### src/serdes_defs.svh
// Shared constants for the embedded-clock serializer/deserializer pair
`ifndef SERDES_DEFS_SVH
`define SERDES_DEFS_SVH

// Word and frame geometry
`define WORD_W 10
`define FRAME_W 12
`define START_BIT 1'b1
`define STOP_BIT 1'b0
// Minimum sync burst length in symbols
`define SYNC_MIN 1024
`define SYNC_CNT_W 11
// Consecutive bad clock words that drop lock
`define LOSS_WORDS 4
// Good sync-framed words needed to acquire lock
`define ACQ_WORDS 4
// Payload value of the sync symbol
`define SYNC_WORD 10'h3e0

`endif

### src/serdes_pkg.sv
// Types shared by the serializer and deserializer
package serdes_pkg;
    // Serializer word source
    typedef enum logic [1:0] {
        TX_IDLE = 2'b00,
        TX_SYNC = 2'b01,
        TX_DATA = 2'b10
    } tx_state_e;
    // Deserializer lock tracking
    typedef enum logic [1:0] {
        RX_HUNT = 2'b00,
        RX_LOCK = 2'b01
    } rx_state_e;
endpackage

### src/sync2.sv
// Two-flop synchroniser for a single level
`timescale 1ns/1ps
`default_nettype none
module sync2 (
    // Clock and reset
    input wire logic ref_clk_i,
    input wire logic sys_rst_i,
    // Level in and out
    input wire logic d_i,
    output logic q_o
);
    logic meta; // First stage, read only by the second
    logic next_meta;
    logic next_q;

    // Pass-through next values
    always_comb begin
        next_meta = d_i;
        next_q = meta;
    end

    // Registers
    always_ff @(posedge ref_clk_i or posedge sys_rst_i) begin
        if (sys_rst_i) begin
            meta <= 1'b0;
            q_o <= 1'b0;
        end else begin
            meta <= next_meta;
            q_o <= next_q;
        end
    end
endmodule
`default_nettype wire

### src/edge_pick.sv
// Edge detector selecting rising or falling edge of a synchronised clock level
`timescale 1ns/1ps
`default_nettype none
module edge_pick (
    // Clock and reset
    input wire logic ref_clk_i,
    input wire logic sys_rst_i,
    // Synchronised level and edge choice
    input wire logic lvl_i,
    input wire logic rise_sel_i,
    // One-cycle pulse on the chosen edge
    output logic hit_o
);
    logic prev; // Level one cycle earlier
    logic next_prev;

    // Register the previous level
    always_comb begin
        next_prev = lvl_i;
    end

    always_ff @(posedge ref_clk_i or posedge sys_rst_i) begin
        if (sys_rst_i) begin
            prev <= 1'b0;
        end else begin
            prev <= next_prev;
        end
    end

    // High selects rising, low selects falling
    assign hit_o = rise_sel_i ? (lvl_i & ~prev) : (~lvl_i & prev);
endmodule
`default_nettype wire

### src/serdes_pair.sv
// Serializer and deserializer pair sharing one bit-rate reference clock
`timescale 1ns/1ps
`default_nettype none
`include "serdes_defs.svh"
module serdes_pair
    import serdes_pkg::*;
(
    // Clock and reset; one bit time per clock
    input wire logic ref_clk_i,
    input wire logic sys_rst_i,
    // Serializer parallel side
    input wire logic tx_clock_i,
    input wire logic [`WORD_W-1:0] parallel_data_in_i,
    input wire logic tx_edge_select_i,
    input wire logic serial_output_enable_i,
    input wire logic sync_request_a_i,
    input wire logic sync_request_b_i,
    input wire logic tx_power_down_n_i,
    // Serial link, serializer drive (enable active low)
    output logic serial_out_pos_o,
    output logic serial_out_neg_o,
    output logic serial_out_oe_n_o,
    // Serial link, deserializer receive
    input wire logic serial_in_pos_i,
    input wire logic serial_in_neg_i,
    // Deserializer parallel side
    input wire logic reference_clock_in_i,
    input wire logic rx_edge_select_i,
    input wire logic rx_output_enable_i,
    input wire logic rx_power_down_n_i,
    output logic [`WORD_W-1:0] parallel_data_out_o,
    output logic recovered_clock_o,
    output logic rx_data_oe_n_o,
    output logic acquire_status_n_o,
    output logic acquire_status_oe_n_o,
    // Boundary-scan ports, bypass path only
    input wire logic tck_i,
    input wire logic tms_i,
    input wire logic tdi_i,
    input wire logic trst_n_i,
    output logic tdo_o,
    output logic tdo_oe_n_o
);
    // ---------------- Input synchronisers ----------------
    logic txclk_s, txsel_s, den_s, sa_s, sb_s, tpd_s;
    logic rin_s, rsel_s, ren_s, rpd_s, reference_clock_in_s;
    logic tck_s, tms_s, tdi_s, trst_s;
    logic [`WORD_W-1:0] din_s;
    logic cap_hit; // Chosen transmit clock edge
    logic ref_hit; // Reference clock rising edge, used only to mark the reference as present

    sync2 u_s_txclk (.ref_clk_i(ref_clk_i), .sys_rst_i(sys_rst_i), .d_i(tx_clock_i), .q_o(txclk_s));
    sync2 u_s_txsel (.ref_clk_i(ref_clk_i), .sys_rst_i(sys_rst_i), .d_i(tx_edge_select_i), .q_o(txsel_s));
    sync2 u_s_den (.ref_clk_i(ref_clk_i), .sys_rst_i(sys_rst_i), .d_i(serial_output_enable_i), .q_o(den_s));
    sync2 u_s_sa (.ref_clk_i(ref_clk_i), .sys_rst_i(sys_rst_i), .d_i(sync_request_a_i), .q_o(sa_s));
    sync2 u_s_sb (.ref_clk_i(ref_clk_i), .sys_rst_i(sys_rst_i), .d_i(sync_request_b_i), .q_o(sb_s));
    sync2 u_s_tpd (.ref_clk_i(ref_clk_i), .sys_rst_i(sys_rst_i), .d_i(tx_power_down_n_i), .q_o(tpd_s));
    sync2 u_s_rin (.ref_clk_i(ref_clk_i), .sys_rst_i(sys_rst_i), .d_i(serial_in_pos_i & ~serial_in_neg_i), .q_o(rin_s));
    sync2 u_s_rsel (.ref_clk_i(ref_clk_i), .sys_rst_i(sys_rst_i), .d_i(rx_edge_select_i), .q_o(rsel_s));
    sync2 u_s_ren (.ref_clk_i(ref_clk_i), .sys_rst_i(sys_rst_i), .d_i(rx_output_enable_i), .q_o(ren_s));
    sync2 u_s_rpd (.ref_clk_i(ref_clk_i), .sys_rst_i(sys_rst_i), .d_i(rx_power_down_n_i), .q_o(rpd_s));
    sync2 u_s_ref (.ref_clk_i(ref_clk_i), .sys_rst_i(sys_rst_i), .d_i(reference_clock_in_i), .q_o(reference_clock_in_s));
    sync2 u_s_tck (.ref_clk_i(ref_clk_i), .sys_rst_i(sys_rst_i), .d_i(tck_i), .q_o(tck_s));
    sync2 u_s_tms (.ref_clk_i(ref_clk_i), .sys_rst_i(sys_rst_i), .d_i(tms_i), .q_o(tms_s));
    sync2 u_s_tdi (.ref_clk_i(ref_clk_i), .sys_rst_i(sys_rst_i), .d_i(tdi_i), .q_o(tdi_s));
    sync2 u_s_trst (.ref_clk_i(ref_clk_i), .sys_rst_i(sys_rst_i), .d_i(~trst_n_i), .q_o(trst_s));

    // One synchroniser per data line
    genvar gi;
    generate
        for (gi = 0; gi < `WORD_W; gi = gi + 1) begin : g_din
            sync2 u_s_din (.ref_clk_i(ref_clk_i), .sys_rst_i(sys_rst_i),
                .d_i(parallel_data_in_i[gi]), .q_o(din_s[gi]));
        end
    endgenerate

    // Pick the transmit clock edge by the select level
    edge_pick u_tx_edge (.ref_clk_i(ref_clk_i), .sys_rst_i(sys_rst_i),
        .lvl_i(txclk_s), .rise_sel_i(txsel_s), .hit_o(cap_hit));
    // Reference clock edges gate the receiver: no reference, no acquisition
    edge_pick u_ref_edge (.ref_clk_i(ref_clk_i), .sys_rst_i(sys_rst_i),
        .lvl_i(reference_clock_in_s), .rise_sel_i(1'b1), .hit_o(ref_hit));

    // ---------------- Serializer ----------------
    tx_state_e tx_state, next_tx_state;
    logic [`WORD_W-1:0] in_word, next_in_word;  // Captured parallel word
    logic in_full, next_in_full;                 // Word waiting for framing
    logic [`FRAME_W-1:0] tx_shift, next_tx_shift; // Frame being sent
    logic [3:0] tx_bit, next_tx_bit;            // Bits left in frame
    logic [`SYNC_CNT_W-1:0] sync_cnt, next_sync_cnt; // Sync symbols sent
    logic sync_req;
    logic tx_line, next_tx_line;

    assign sync_req = sa_s | sb_s;

    // Next-state for the transmit path
    always_comb begin
        next_tx_state = tx_state;
        next_in_word = in_word;
        next_in_full = in_full;
        next_tx_shift = tx_shift;
        next_tx_bit = tx_bit;
        next_sync_cnt = sync_cnt;
        next_tx_line = tx_line;
        // Capture on each chosen edge
        if (cap_hit) begin
            next_in_word = din_s;
            next_in_full = 1'b1;
        end
        if (!tpd_s) begin
            // Sleep: halt everything, drop pending word
            next_tx_state = TX_IDLE;
            next_in_full = 1'b0;
            next_tx_bit = 4'h0;
            next_sync_cnt = '0;
        end else if (tx_bit != 4'h0) begin
            // Shift the frame out one bit per clock
            next_tx_line = tx_shift[0];
            next_tx_shift = {1'b0, tx_shift[`FRAME_W-1:1]};
            next_tx_bit = tx_bit - 4'h1;
        end else begin
            // Frame boundary: pick the next word
            case (tx_state)
                TX_SYNC: begin
                    // Finish the minimum burst, then hold while requested
                    if (sync_cnt != `SYNC_CNT_W'(`SYNC_MIN) || sync_req) begin
                        next_tx_shift = {`STOP_BIT, `SYNC_WORD, `START_BIT};
                        next_tx_bit = 4'(`FRAME_W);
                        if (sync_cnt != `SYNC_CNT_W'(`SYNC_MIN)) begin
                            next_sync_cnt = sync_cnt + `SYNC_CNT_W'(1);
                        end
                    end else begin
                        next_tx_state = TX_IDLE;
                        next_sync_cnt = '0;
                    end
                end
                default: begin
                    if (sync_req) begin
                        next_tx_state = TX_SYNC;
                    end else if (in_full) begin
                        // Clock bits wrap the word, data LSB first
                        next_tx_shift = {`STOP_BIT, in_word, `START_BIT};
                        next_tx_bit = 4'(`FRAME_W);
                        next_in_full = cap_hit;
                        next_tx_state = TX_DATA;
                    end else begin
                        next_tx_line = 1'b0; // Idle low between words
                    end
                end
            endcase
        end
    end

    // Transmit registers
    always_ff @(posedge ref_clk_i or posedge sys_rst_i) begin
        if (sys_rst_i) begin
            tx_state <= TX_IDLE;
            in_word <= '0;
            in_full <= 1'b0;
            tx_shift <= '0;
            tx_bit <= 4'h0;
            sync_cnt <= '0;
            tx_line <= 1'b0;
        end else begin
            tx_state <= next_tx_state;
            in_word <= next_in_word;
            in_full <= next_in_full;
            tx_shift <= next_tx_shift;
            tx_bit <= next_tx_bit;
            sync_cnt <= next_sync_cnt;
            tx_line <= next_tx_line;
        end
    end

    // Differential drive, enable low means driving
    assign serial_out_pos_o = tx_line;
    assign serial_out_neg_o = ~tx_line;
    assign serial_out_oe_n_o = ~(den_s & tpd_s);

    // ---------------- Deserializer ----------------
    rx_state_e rx_state, next_rx_state;
    logic [`FRAME_W-1:0] rx_shift, next_rx_shift; // Bits of current frame
    logic [3:0] rx_bit, next_rx_bit;              // Bits collected
    logic [2:0] bad_cnt, next_bad_cnt;            // Consecutive bad frames
    logic [2:0] good_cnt, next_good_cnt;          // Consecutive good frames
    logic [`WORD_W-1:0] rx_word, next_rx_word;    // Presented word
    logic rclk, next_rclk;                        // Recovered clock level
    logic ref_seen, next_ref_seen;                // Reference clock present
    logic frame_ok;
    logic [`FRAME_W-1:0] frame;

    assign frame = {rin_s, rx_shift[`FRAME_W-1:1]};
    assign frame_ok = (frame[0] == `START_BIT) && (frame[`FRAME_W-1] == `STOP_BIT);

    // Next-state for the receive path
    always_comb begin
        next_rx_state = rx_state;
        next_rx_shift = {rin_s, rx_shift[`FRAME_W-1:1]};
        next_rx_bit = rx_bit;
        next_bad_cnt = bad_cnt;
        next_good_cnt = good_cnt;
        next_rx_word = rx_word;
        next_rclk = rclk;
        next_ref_seen = ref_seen | ref_hit;
        if (!rpd_s) begin
            // Sleep: forget lock and the reference
            next_rx_state = RX_HUNT;
            next_rx_bit = 4'h0;
            next_bad_cnt = 3'h0;
            next_good_cnt = 3'h0;
            next_ref_seen = 1'b0;
            next_rclk = 1'b0;
        end else if (rx_state == RX_HUNT) begin
            // Hunt: slide bit by bit; rx_bit counts cycles since the last sync frame
            if (ref_seen && frame_ok && frame[`FRAME_W-2:1] == `SYNC_WORD) begin
                next_good_cnt = good_cnt + 3'h1;
                next_rx_bit = 4'h0;
                if (good_cnt == 3'(`ACQ_WORDS - 1)) begin
                    next_rx_state = RX_LOCK;
                    next_bad_cnt = 3'h0;
                end
            end else if (rx_bit == 4'(`FRAME_W)) begin
                next_good_cnt = 3'h0; // Gap longer than one word time: start over
            end else begin
                next_rx_bit = rx_bit + 4'h1;
            end
        end else begin
            // Locked: the line idles low, so a high at bit 0 opens a frame
            if (rx_bit == 4'h0) begin
                next_rx_bit = {3'h0, rin_s};
            end else if (rx_bit == 4'(`FRAME_W - 1)) begin
                next_rx_bit = 4'h0;
                if (frame_ok) begin
                    next_bad_cnt = 3'h0;
                    next_rx_word = frame[`WORD_W:1];
                end else if (bad_cnt == 3'(`LOSS_WORDS - 1)) begin
                    next_rx_state = RX_HUNT;
                    next_good_cnt = 3'h0;
                end else begin
                    next_bad_cnt = bad_cnt + 3'h1;
                end
            end else begin
                next_rx_bit = rx_bit + 4'h1;
            end
            // Inactive level as a new word appears, active edge a cycle later
            if (rx_bit == 4'(`FRAME_W - 1) && frame_ok) begin
                next_rclk = ~rsel_s;
            end else begin
                next_rclk = rsel_s;
            end
        end
    end

    // Receive registers
    always_ff @(posedge ref_clk_i or posedge sys_rst_i) begin
        if (sys_rst_i) begin
            rx_state <= RX_HUNT;
            rx_shift <= '0;
            rx_bit <= 4'h0;
            bad_cnt <= 3'h0;
            good_cnt <= 3'h0;
            rx_word <= '0;
            rclk <= 1'b0;
            ref_seen <= 1'b0;
        end else begin
            rx_state <= next_rx_state;
            rx_shift <= next_rx_shift;
            rx_bit <= next_rx_bit;
            bad_cnt <= next_bad_cnt;
            good_cnt <= next_good_cnt;
            rx_word <= next_rx_word;
            rclk <= next_rclk;
            ref_seen <= next_ref_seen;
        end
    end

    // Receive outputs; enable low means driving
    assign parallel_data_out_o = rx_word;
    assign recovered_clock_o = rclk;
    assign acquire_status_n_o = (rx_state != RX_LOCK);
    assign acquire_status_oe_n_o = ~rpd_s;
    assign rx_data_oe_n_o = ~(ren_s && rpd_s && rx_state == RX_LOCK);

    // ---------------- Boundary-scan bypass ----------------
    logic tck_prev, next_tck_prev; // Sampled test clock
    logic byp, next_byp;           // Bypass bit
    logic tdo_q, next_tdo_q;       // Output on falling test clock

    // Single-bit bypass path; tms high loads a zero into the bypass bit instead of tdi
    always_comb begin
        next_tck_prev = tck_s;
        next_byp = byp;
        next_tdo_q = tdo_q;
        if (trst_s) begin
            next_byp = 1'b0;
            next_tdo_q = 1'b0;
        end else if (tck_s && !tck_prev) begin
            next_byp = tdi_s & ~tms_s;
        end else if (!tck_s && tck_prev) begin
            next_tdo_q = byp;
        end
    end

    always_ff @(posedge ref_clk_i or posedge sys_rst_i) begin
        if (sys_rst_i) begin
            tck_prev <= 1'b0;
            byp <= 1'b0;
            tdo_q <= 1'b0;
        end else begin
            tck_prev <= next_tck_prev;
            byp <= next_byp;
            tdo_q <= next_tdo_q;
        end
    end

    assign tdo_o = tdo_q;
    assign tdo_oe_n_o = trst_s;
endmodule
`default_nettype wire

### config.mk
export PLATFORM = sky130hd
export DESIGN_NAME = serdes_pair
export DESIGN_NICKNAME = d
export VERILOG_FILES = /design/src/serdes_pkg.sv /design/src/sync2.sv /design/src/edge_pick.sv /design/src/serdes_pair.sv
export VERILOG_INCLUDE_DIRS = /design/src /design/src/src
export SDC_FILE = /design/constraint.sdc
export NUM_CORES = 1
export LEC_CHECK = 0
export BUFFER_PORTS_ARGS = -buffer_cell sky130_fd_sc_hd__buf_2
export CORE_UTILIZATION = 51
export DETAILED_ROUTE_END_ITERATION = 16
export PLACE_DENSITY = 0.7
export REMOVE_ABC_BUFFERS = 1
export SYNTH_ARGS = -nofsm -noshare
export SYNTH_HDL_FRONTEND = slang
export SYNTH_HIERARCHICAL = 1
export SYNTH_SLANG_ARGS = --single-unit
export TNS_END_PERCENT = 30
### constraint.sdc
create_clock -name ref_clk_i -period 5.05 [get_ports ref_clk_i]
set_input_delay 0.7575 -clock ref_clk_i [delete_from_list [all_inputs] [get_ports ref_clk_i]]
set_output_delay 0.7575 -clock ref_clk_i [all_outputs]
set_load 0.01 [all_outputs]
==> results of run 1 <==
[cell families after synthesis]
kind of cell / share of synthesized area, %
AND/OR/NAND/NOR: 12.3
other: 0.0729
multiplexers: 6.93
flip-flops: 62.7
XOR/XNOR: 0.681
buffers and inverters: 4.72
adder cells (fa/ha/maj): 2.19
AO/OA/AOI/OAI: 10.4
[registers in the layout, indices dropped and copies added (netlist names), 2 cells and up]
| register | count |
|---|---|
| tx_bit | 4 |
| g_din.u_s_din/meta | 10 |
| sync_cnt | 11 |
| parallel_data_out_o | 10 |
| g_din.u_s_din/q_o | 10 |
| rx_bit | 4 |
| tx_shift | 11 |
| rx_shift | 11 |
| bad_cnt | 3 |
| good_cnt | 3 |
| in_word | 10 |
| tx_state | 2 |
[worst paths after layout]
kind,from,to,slack (ps),cells past startpoint
worst max-delay path,tx_bit[0],sync_cnt[10],2090,6
worst min-delay path,sys_rst_i,u_ref_edge/prev,320,2
worst max register to register,tx_bit[0],sync_cnt[10],2090,6
worst min register to register,g_din[0].u_s_din/meta,g_din[0].u_s_din/q_o,340,0
max in group asynchronous,sys_rst_i,rx_shift[5],3330,3
min in group ref_clk_i,rx_power_down_n_i,u_s_rpd/meta,340,1
[cell type report]
class                   instances  area [sq um]  share of cell area [%]
inverters                      51           191                    3.11
well taps                     133           166                    2.71
clock buffers                  17           414                    6.73
repair buffers                 47           238                    3.87
multi-input cells             236          1680                    27.3
flip-flops and latches        129          3230                    52.5
clock inverters                15           231                    3.76
[Yosys cell counts, types with 7 or more instances]
cell type    n  area share [%]
a21oi_1     12             1.2
a31oi_1      7            0.85
clkbuf_1    11            0.80
dfrtp_1    129              63
ha_1         9             2.2
inv_1       51             3.7
mux2_1       7             1.5
mux2_2      22             4.8
nand2_1     29             2.1
nand3_1     16             1.6
nor2_1      15             1.1
o21ai_0     22             2.1
or4_1        7             1.0
[metrics by stage]
step | power [mW] | util (%) | hold slack (ps)
global route | 3.13 | 62.9 | 304
CTS | 3.01 | 62.9 | 313
global placement | 1.65 | 56.3 | 331
finish | 2.98 | 62.9 | 316
floorplan | 1.55 | - | 331
detailed placement | 1.67 | 56.3 | 335
[layout by cell type, fill, tap and decap left out, types with 4 or more instances in the layout]
| cell | instances |
|---|---|
| mux2_2 | 22 |
| nor2_1 | 15 |
| inv_1 | 50 |
| clkinvlp_4 | 4 |
| or4_1 | 7 |
| a31oi_1 | 7 |
| a211oi_1 | 4 |
| ha_1 | 9 |
| nand2_1 | 29 |
| dfrtp_1 | 129 |
| buf_2 | 46 |
| a21oi_1 | 12 |
| nor2b_1 | 4 |
| nand3_1 | 16 |
| o31ai_1 | 4 |
| nand2b_1 | 4 |
| clkbuf_16 | 16 |
| o21a_1 | 4 |
| bufinv_16 | 5 |
| o21ai_0 | 22 |
| mux2_1 | 7 |
[metal layers]
layer / GRT usage, % / vias to the layer above
met5: 0 / -
met4: 9.12 / 0
met3: 6.57 / 10
met2: 30.5 / 75
met1: 26.3 / 1673
li1: - / 1606
[power by group through the flow]
stage                     Combinational (mW)  Clock (mW)  Sequential (mW)
after floorplan                        0.335           0             1.21
after detailed placement               0.443           0             1.23
after CTS                              0.450        1.35             1.21
final                                  0.443        1.32             1.21
after global placement                 0.425           0             1.23
after global routing                   0.508        1.40             1.23
==> results_dict.tcl, run 1 <==
set metrics [dict create \
    grt_usage_pct 20.1 \
    pwr-share-seq_pct 40.8 \
    grt_first_pass_wirelength_um 15500 \
    via_count 3364 \
    cts_resized 0 \
    drt_iter0_markers 199 \
    setup_tns_ps 0 \
    clk_transition_reported_paths_ps 60 \
    wl_per_cell_um 14.8 \
    crit_family "simple AND/OR/NAND/NOR gates" \
    coreArea_sq_um 9770 \
    synth_cell_types 62 \
    gp_congestion 0.785 \
    cts_tree "built" \
    ant_nets 0 \
    end_kind "flip-flop" \
    dpl_cell_area_sq_um 5500 \
    finalNetCount 519 \
    arrival_ps 3390 \
    fin_crit_ps 2960 \
    power_switching_mw 0.795 \
    wl_met1_um 4340 \
    worst_pin_slew_ps 1060 \
    powerDensity_nw_per_um2 484 \
    syn-instance-count 428 \
    required_ps 5490 \
    cts_buffers 17 \
    dp.cells 596 \
    post_synth.cell_area_avg_sq_um 12.0 \
    via_per_inst 5.36 \
    routed.top_layer "met4" \
    post_cts_buffers 0 \
    dieWidth_um 102 \
    cp_num_buf_inv 1 \
    fmax_mhz 338 \
    routed_wirelength_um 9280 \
    dr_wl_met2_um 4410 \
    cp_max_fo 18 \
    clockPowerShare_pct 44.3 \
    final_layout_size_suffix_gt1_share_pct 23.2 \
    path_class "reg -> reg" \
    num-fill-cells 779 \
    swShare_pct 26.7 \
    crit_chain "inv_1 > ha_1 > nor3b_2 > a21boi_1 > or4_1 > a21oi_1" \
    ys.flop_type "dfrtp_1" \
    cts-htree-levels 4 \
    clk_latency_ps 520 \
    hold_viol 0 \
    fin_ws_ps 2090 \
    portBuffers 46 \
    synth-seq-cells 129 \
    yosys_warnings 6 \
    p_int_mw 2.18 \
    diodes 0 \
    fin_crit_sh_pct 58.6 \
    ys_seq_area_share_pct 62.7 \
    netlist_area_sq_um 5150 \
    fin_skew_ps 8.00 \
    finalSetupViolations 0 \
    hold_path.class "in -> async" \
    cp_slowest_cell "nor3b_2" \
    dp.final_hpwl_um 6010 \
    pwr-share-comb_pct 14.9 \
    initial_core_util_pct 52.7 \
    cp-start-kind "flip-flop" \
    num_rows 36 \
    drt_pass1_iterations 4 \
    ctsHoldBuffers 0 \
    ir_worst_vdd_v 0.000304 \
    syn_to_final_growth_pct 19.5 \
    stdcell_area_sq_um 6150 \
    grt_max_degree 49 \
    place_ws_ps 2150 \
    cap_violations 0 \
    route.detailed.drc 0 \
    antenna_found_initial 0 \
    p_leak_nw 2.91 \
    grt-ovfl-total 0 \
    rsz0062_at_grt "no" \
    cts_buffer_depth 2 \
    synth-edff-count 0 \
    relSlewSlack_pct 28.8 \
    async_reset_ff_share_pct 100 \
    routed-wl-met3_um 395 \
    status "finished clean" \
    slew_viol_final 0 \
    cts.sinks 129 \
    clock-root-buffer "clkbuf_8" \
    die_y_um 102 \
    grt_pass1_vias 3288 \
    crit_path_max_incr_delay_ps 890 \
    stdcell_count 628 \
    io_pins 47 \
    dieArea_sq_um 10500 \
]
(Power assumes the default switching activity.)
==> run 2: changes to the inputs <==
--- a/config.mk
+++ b/config.mk
@@ -6,10 +6,11 @@
 export SDC_FILE = /design/constraint.sdc
 export NUM_CORES = 1
 export LEC_CHECK = 0
+export ABC_AREA = 1
 export BUFFER_PORTS_ARGS = -buffer_cell sky130_fd_sc_hd__buf_2
 export CORE_UTILIZATION = 51
 export DETAILED_ROUTE_END_ITERATION = 16
-export PLACE_DENSITY = 0.7
+export PLACE_DENSITY = 0.73
 export REMOVE_ABC_BUFFERS = 1
 export SYNTH_ARGS = -nofsm -noshare
 export SYNTH_HDL_FRONTEND = slang
==> constraint.sdc (replaced) <==
create_clock -name ref_clk_i -period 2.72 [get_ports ref_clk_i]
set_input_delay 0.408 -clock ref_clk_i [delete_from_list [all_inputs] [get_ports ref_clk_i]]
set_output_delay 0.408 -clock ref_clk_i [all_outputs]
set_load 0.01 [all_outputs]
==> results_dict.tcl, run 2 <==
set metrics [dict create \
    hp-start "reference_clock_in_i" \
    cts_buffer_depth 2 \
    dieArea_sq_um 10700 \
    ys_seq_area_share_pct 61.5 \
    muxShareOfSynthArea_pct 2.15 \
    yosys-top-cells-area "dfrtp_1 62%, nand2_1 8.9%, inv_1 6.4%" \
    via_count 3770 \
    async_reset_ff_share_pct 100 \
    synth_common_cells "129 x dfrtp_1, 125 x nand2_1, 89 x inv_1" \
    route.detailed.drc 0 \
    clk_transition_reported_paths_ps 60 \
    powerDensity_nw_per_um2 818 \
    crit_path_max_incr_delay_ps 380 \
    arrival_ps 2550 \
    stdcell_area_sq_um 6400 \
    crit_family "simple AND/OR/NAND/NOR gates" \
    num_rows 36 \
    clk_latency_ps 510 \
    cp_slowest_cell "dfrtp_1" \
    synth-simple-area-share_pct 20.6 \
    coreArea_sq_um 9860 \
    reg2reg_depth 8 \
    synth_fa_ha_area_share_pct 2.15 \
    r2r_start "tx_bit[0]" \
    post_synth.cell_area_avg_sq_um 9.66 \
    crit_chain "inv_1 > ha_1 > nand3_2 > nor2_4 > nand2_1 > nand3_2 > nand2_1 > nand2_1" \
    synth_top_area_share_pct 61.5 \
    grt_pass1_vias 3664 \
    cp_num_buf_inv 1 \
    worst_pin_slew_ps 592 \
    required_ps 3160 \
    io_pins 47 \
    ys.flop_type "dfrtp_1" \
    routed_wirelength_um 10100 \
    syn_to_final_growth_pct 22.1 \
    r2r_end "tx_shift[3]" \
    total_power_mw 5.24 \
    yosys_warnings 6 \
    synth-seq-cells 129 \
    cts-htree-levels 4 \
    slew_viol_final 0 \
    ir_worst_vdd_v 0.000636 \
    post_cts_buffers 0 \
    hold_path.class "in -> reg" \
    gp_congestion 0.848 \
    p_leak_nw 3.35 \
    grt-ovfl-total 0 \
    initial_core_util_pct 53.2 \
    cp.depth 8 \
    wl_per_cell_um 13.1 \
    drt_iter0_markers 215 \
    cts.sinks 129 \
    cap_violations 0 \
    grt_usage_pct 21.5 \
    dieWidth_um 103 \
    hold_end "u_s_ref/meta" \
    yosysMostFrequentCell "dfrtp_1" \
    synthXorXnorAreaFrac_pct 1.00 \
    ant_nets 0 \
    via_per_inst 4.91 \
    final_common_cell "dfrtp_1" \
    drt_pass1_iterations 4 \
    crit_top_cell "nand2_1" \
    top_regs "rx_shift (11), sync_cnt (11), tx_shift (11)" \
    final_layout_size_suffix_gt1_share_pct 18.7 \
    die_y_um 103 \
    portBuffers 46 \
    finalNetCount 661 \
    synth_cell_types 32 \
    setup_tns_ps 0 \
    status "finished clean" \
    rrSetupSlack_ps 600 \
    grt_first_pass_wirelength_um 17000 \
    relSlewSlack_pct 60.5 \
    yosysTopAreaCell "dfrtp_1" \
    hold_viol 0 \
    cp_max_fo 13 \
    path_class "reg -> reg" \
    syn-instance-count 543 \
    fin_crit_ps 2120 \
    dpl_cell_area_sq_um 5610 \
    diodes 0 \
    netlist_area_sq_um 5250 \
    antenna_found_initial 0 \
    fmax_mhz 472 \
    cts_tree "built" \
    synth-edff-count 0 \
    whs_path_depth 1 \
    rsz0062_at_grt "no" \
    clock-root-buffer "clkbuf_8" \
    end_kind "flip-flop" \
    final_cell_mix "129 x dfrtp_1, 125 x nand2_1, 88 x inv_1" \
    grt_max_degree 41 \
    cts_buffers 17 \
    fin_crit_sh_pct 77.8 \
    cp-start-kind "flip-flop" \
    fin_skew_ps 8.47 \
    num-fill-cells 741 \
    synth-compound-area-share_pct 4.63 \
    dp.final_hpwl_um 6500 \
    finalSetupViolations 0 \
    synth_top_family_by_area "simple AND/OR/NAND/NOR gates" \
]
## run 2: cell count changes after synthesis, sizes merged, moves of 6 or more
| cell | before | now |
|---|---|---|
| o21ai | 22 | 28 |
| nand2 | 29 | 131 |
| or4 | 7 | 0 |
| clkbuf | 11 | 3 |
| mux2 | 29 | 10 |
| inv | 51 | 94 |
| nand4 | 3 | 13 |
| buf | 2 | 8 |
| nand3 | 16 | 42 |
| a31oi | 7 | 0 |
| nor2 | 15 | 48 |
## run 2: worst max path at each step
stage                     slack, ps       from           to
final                           600  tx_bit[0]  tx_shift[3]
after detailed placement        660  tx_bit[0]  tx_shift[0]
after CTS                       640  tx_bit[0]  tx_shift[3]
after floorplan                 350  sys_rst_i   bad_cnt[0]
after global routing            450  tx_bit[0]  tx_shift[3]
after global placement          800  tx_bit[0]  tx_shift[0]
## run 2: kinds of logic (layout without fill, tap and decap cells)
kind of cell | after synthesis | count (layout)
AOI/OAI and AO/OA | 43 | 43
xor gates and xnor gates | 6 | 6
adders and majority gates | 9 | 9
buffers and inverters | 105 | 196
DFF | 129 | 129
muxes | 10 | 10
other | 1 | 2
and+or+nand+nor | 240 | 240
## run 2: stage by stage
step	worst slack (ps)	hold WS, ps	instances	utilization [%]
6_report	603	28.0	768	64.9
2_1_floorplan	345	137	533	-
3_5_place_dp	658	336	715	56.8
4_1_cts	643	2.35	768	64.9
3_3_place_gp	799	332	715	56.8
5_1_grt	450	9.15	768	64.9
## run 2: routing by layer
metal	track usage [%]	vias up	wire [um]
met1	27.9	1810	4430
met5	0	-	0
met3	6.12	11	495
li1	-	1853	-
met4	6.93	0	108
met2	35.0	96	5060
## run 2: final cells by class
class | instances | area (sq um) | area share, %
Timing Repair Buffer | 72 | 483 | 7.54
Tap cell | 133 | 166 | 2.60
Clock inverter | 11 | 134 | 2.09
Multi-Input combinational cell | 310 | 1610 | 25.1
Clock buffer | 19 | 432 | 6.74
Sequential cell | 129 | 3230 | 50.4
Inverter | 94 | 353 | 5.51
## run 2: what timing repair did
item | CTS | global route
hold endpoints to repair | 77 | 0
hold buffers | 23 | 0
resized for setup | 0 | 0
setup endpoints to repair | 0 | 0
## run 2: where the power goes
group / switching (mW) / internal, mW
clock network: 0.816 / 1.33
registers: 0.106 / 2.12
logic: 0.580 / 0.286
total: 1.50 / 3.74
==> run 3: changes to the inputs <==
==> constraint.sdc (replaced) <==
create_clock -name ref_clk_i -period 1.8 [get_ports ref_clk_i]
set_input_delay 0.27 -clock ref_clk_i [delete_from_list [all_inputs] [get_ports ref_clk_i]]
set_output_delay 0.27 -clock ref_clk_i [all_outputs]
set_load 0.01 [all_outputs]
==> results_dict.tcl, run 3 (synthesis results as in run 2) <==
set metrics [dict create \
    status "finished clean" \
    io_pins 47 \
    stdcell_area_sq_um 6580 \
    crit_chain "nand2_1 > inv_1 > nand2_1 > buf_2" \
    die_y_um 103 \
    p_int_mw 5.90 \
    via_per_inst 4.91 \
    final_common_cell "dfrtp_1" \
    rrSetupSlack_ps 110 \
    cp_max_fo 6 \
    grt_pass1_vias 3904 \
    antenna_found_initial 0 \
    grt_first_pass_wirelength_um 17500 \
    path_class "reg -> out" \
    via_count 3840 \
    regArea_sq_um 3230 \
    clockPowerShare_pct 41.4 \
    cap_violations 0 \
    final_layout_size_suffix_gt1_share_pct 20.0 \
    gp_congestion 0.864 \
    dieWidth_um 103 \
    pwr-share-seq_pct 40.7 \
    initial_core_util_pct 53.2 \
    end_kind "output port" \
    fmax_mhz 591 \
    slew_viol_final 0 \
    cts.sinks 129 \
    cp-start-kind "flip-flop" \
    reg2reg_depth 9 \
    clk_transition_reported_paths_ps 60 \
    multiInputGateArea_sq_um 1630 \
    relSlewSlack_pct 58.2 \
    cts_buffer_depth 2 \
    crit_top_cell "nand2_1" \
    hold_path.class "in -> async" \
    dpl_cell_area_sq_um 5680 \
    finalNetCount 673 \
    crit_path_max_incr_delay_ps 390 \
    cts-htree-levels 4 \
    routed_wirelength_um 10500 \
    grt_usage_pct 22.1 \
    r2r_start "tx_bit[0]" \
    dp.final_hpwl_um 6560 \
    coreArea_sq_um 9860 \
    arrival_ps 1420 \
    hold_viol 0 \
    cts_tree "built" \
    cp_slowest_cell "dfrtp_1" \
    pwr-share-comb_pct 17.9 \
    cp.depth 4 \
    drt_iter0_markers 174 \
    final_cell_mix "128 x dfrtp_1, 125 x nand2_1, 88 x inv_1" \
    total_power_mw 8.31 \
    wl_per_cell_um 13.4 \
    clock-root-buffer "clkbuf_8" \
    swShare_pct 29.0 \
    top_regs "rx_shift (11), sync_cnt (11), tx_shift (11)" \
    powerDensity_nw_per_um2 1260 \
    num-fill-cells 703 \
    power_switching_mw 2.41 \
    route.detailed.drc 0 \
    critical_path.startpoint "u_s_rpd/q_o" \
    clk_latency_ps 530 \
    grt_max_degree 30 \
    r2r_end "tx_bit[0]" \
    drt_pass1_iterations 5 \
    num_rows 36 \
    portBuffers 46 \
    diodes 0 \
    required_ps 1530 \
    dieArea_sq_um 10700 \
    crit_family "flip-flops" \
    syn_to_final_growth_pct 25.5 \
    finalSetupViolations 0 \
    fin_crit_sh_pct 94.0 \
    grt-ovfl-total 0 \
    ant_nets 0 \
    cts_buffers 17 \
    ir_worst_vdd_v 0.000847 \
    worst_pin_slew_ps 626 \
    fin_crit_ps 1690 \
    fin_skew_ps 8.47 \
    crit_path_end "rx_data_oe_n_o" \
    cp_num_buf_inv 2 \
    p_leak_nw 3.44 \
]
==> run 3: per-stage QoR <==
step | util [%] | hold slack [ps] | worst slack, ps | setup TNS [ps] | instances
2_1_floorplan | - | -1.29 | -437 | -33620 | 533
3_3_place_gp | 57.5 | 301 | 160 | 0 | 721
3_5_place_dp | 57.5 | 309 | 82.8 | 0 | 721
4_1_cts | 66.3 | 302 | 33.3 | 0 | 780
5_1_grt | 66.7 | 335 | -18.5 | -36.9 | 782
6_report | 66.7 | 300 | 107 | 0 | 782
==> run 3: per-layer routing <==
layer | routed length, um | global-route usage, % | share of wire [%]
met1 | 4630 | 28.0 | 44
met4 | 137 | 7.91 | 1.3
met3 | 432 | 6.59 | 4.1
met2 | 5250 | 36.3 | 50
met5 | 0 | 0 | 0
==> run 3: layout make-up <==
cell class | instances | area share (%)
Inverter | 94 | 5.36
Sequential cell | 129 | 49.1
Timing Repair Buffer | 84 | 9.29
Multi-Input combinational cell | 310 | 24.7
Clock buffer | 18 | 6.35
Tap cell | 133 | 2.53
Clock inverter | 14 | 2.70
==> run 3: timing repair <==
action                                  4_1_cts  5_1_grt
buffers inserted                              0        2
endpoints found under the setup margin        0       19
resized for setup                             0        5
hold buffers                                 27        0
endpoints found under the hold margin        90        0
==> run 3: how the worst min path moves through the flow <==
| stage | cells after the start | end | slack (ps) |
|---|---|---|---|
| after global placement | 2 | byp | 300 |
| after CTS | 3 | tdo_o | 300 |
| after floorplan | 1 | u_ref_edge/prev | -1 |
| after global routing | 3 | rx_bit[0] | 340 |
| final | 3 | tdo_o | 300 |
| after detailed placement | 2 | tdo_o | 310 |
==> run 3: power by group through the flow <==
| stage | Clock, mW | Sequential, mW | Combinational, mW |
|---|---|---|---|
| finish | 3.44 | 3.38 | 1.48 |
| global route | 3.61 | 3.41 | 1.66 |
| CTS | 3.49 | 3.38 | 1.37 |
| detailed placement | 0 | 3.42 | 1.30 |
| global placement | 0 | 3.41 | 1.24 |
| floorplan | 0 | 3.38 | 0.925 |
==> run 3: tightest hold or removal path: stages <==
cell	delay [ps]
dlygate4sd3_1	530
buf_2	130
inv_2	310
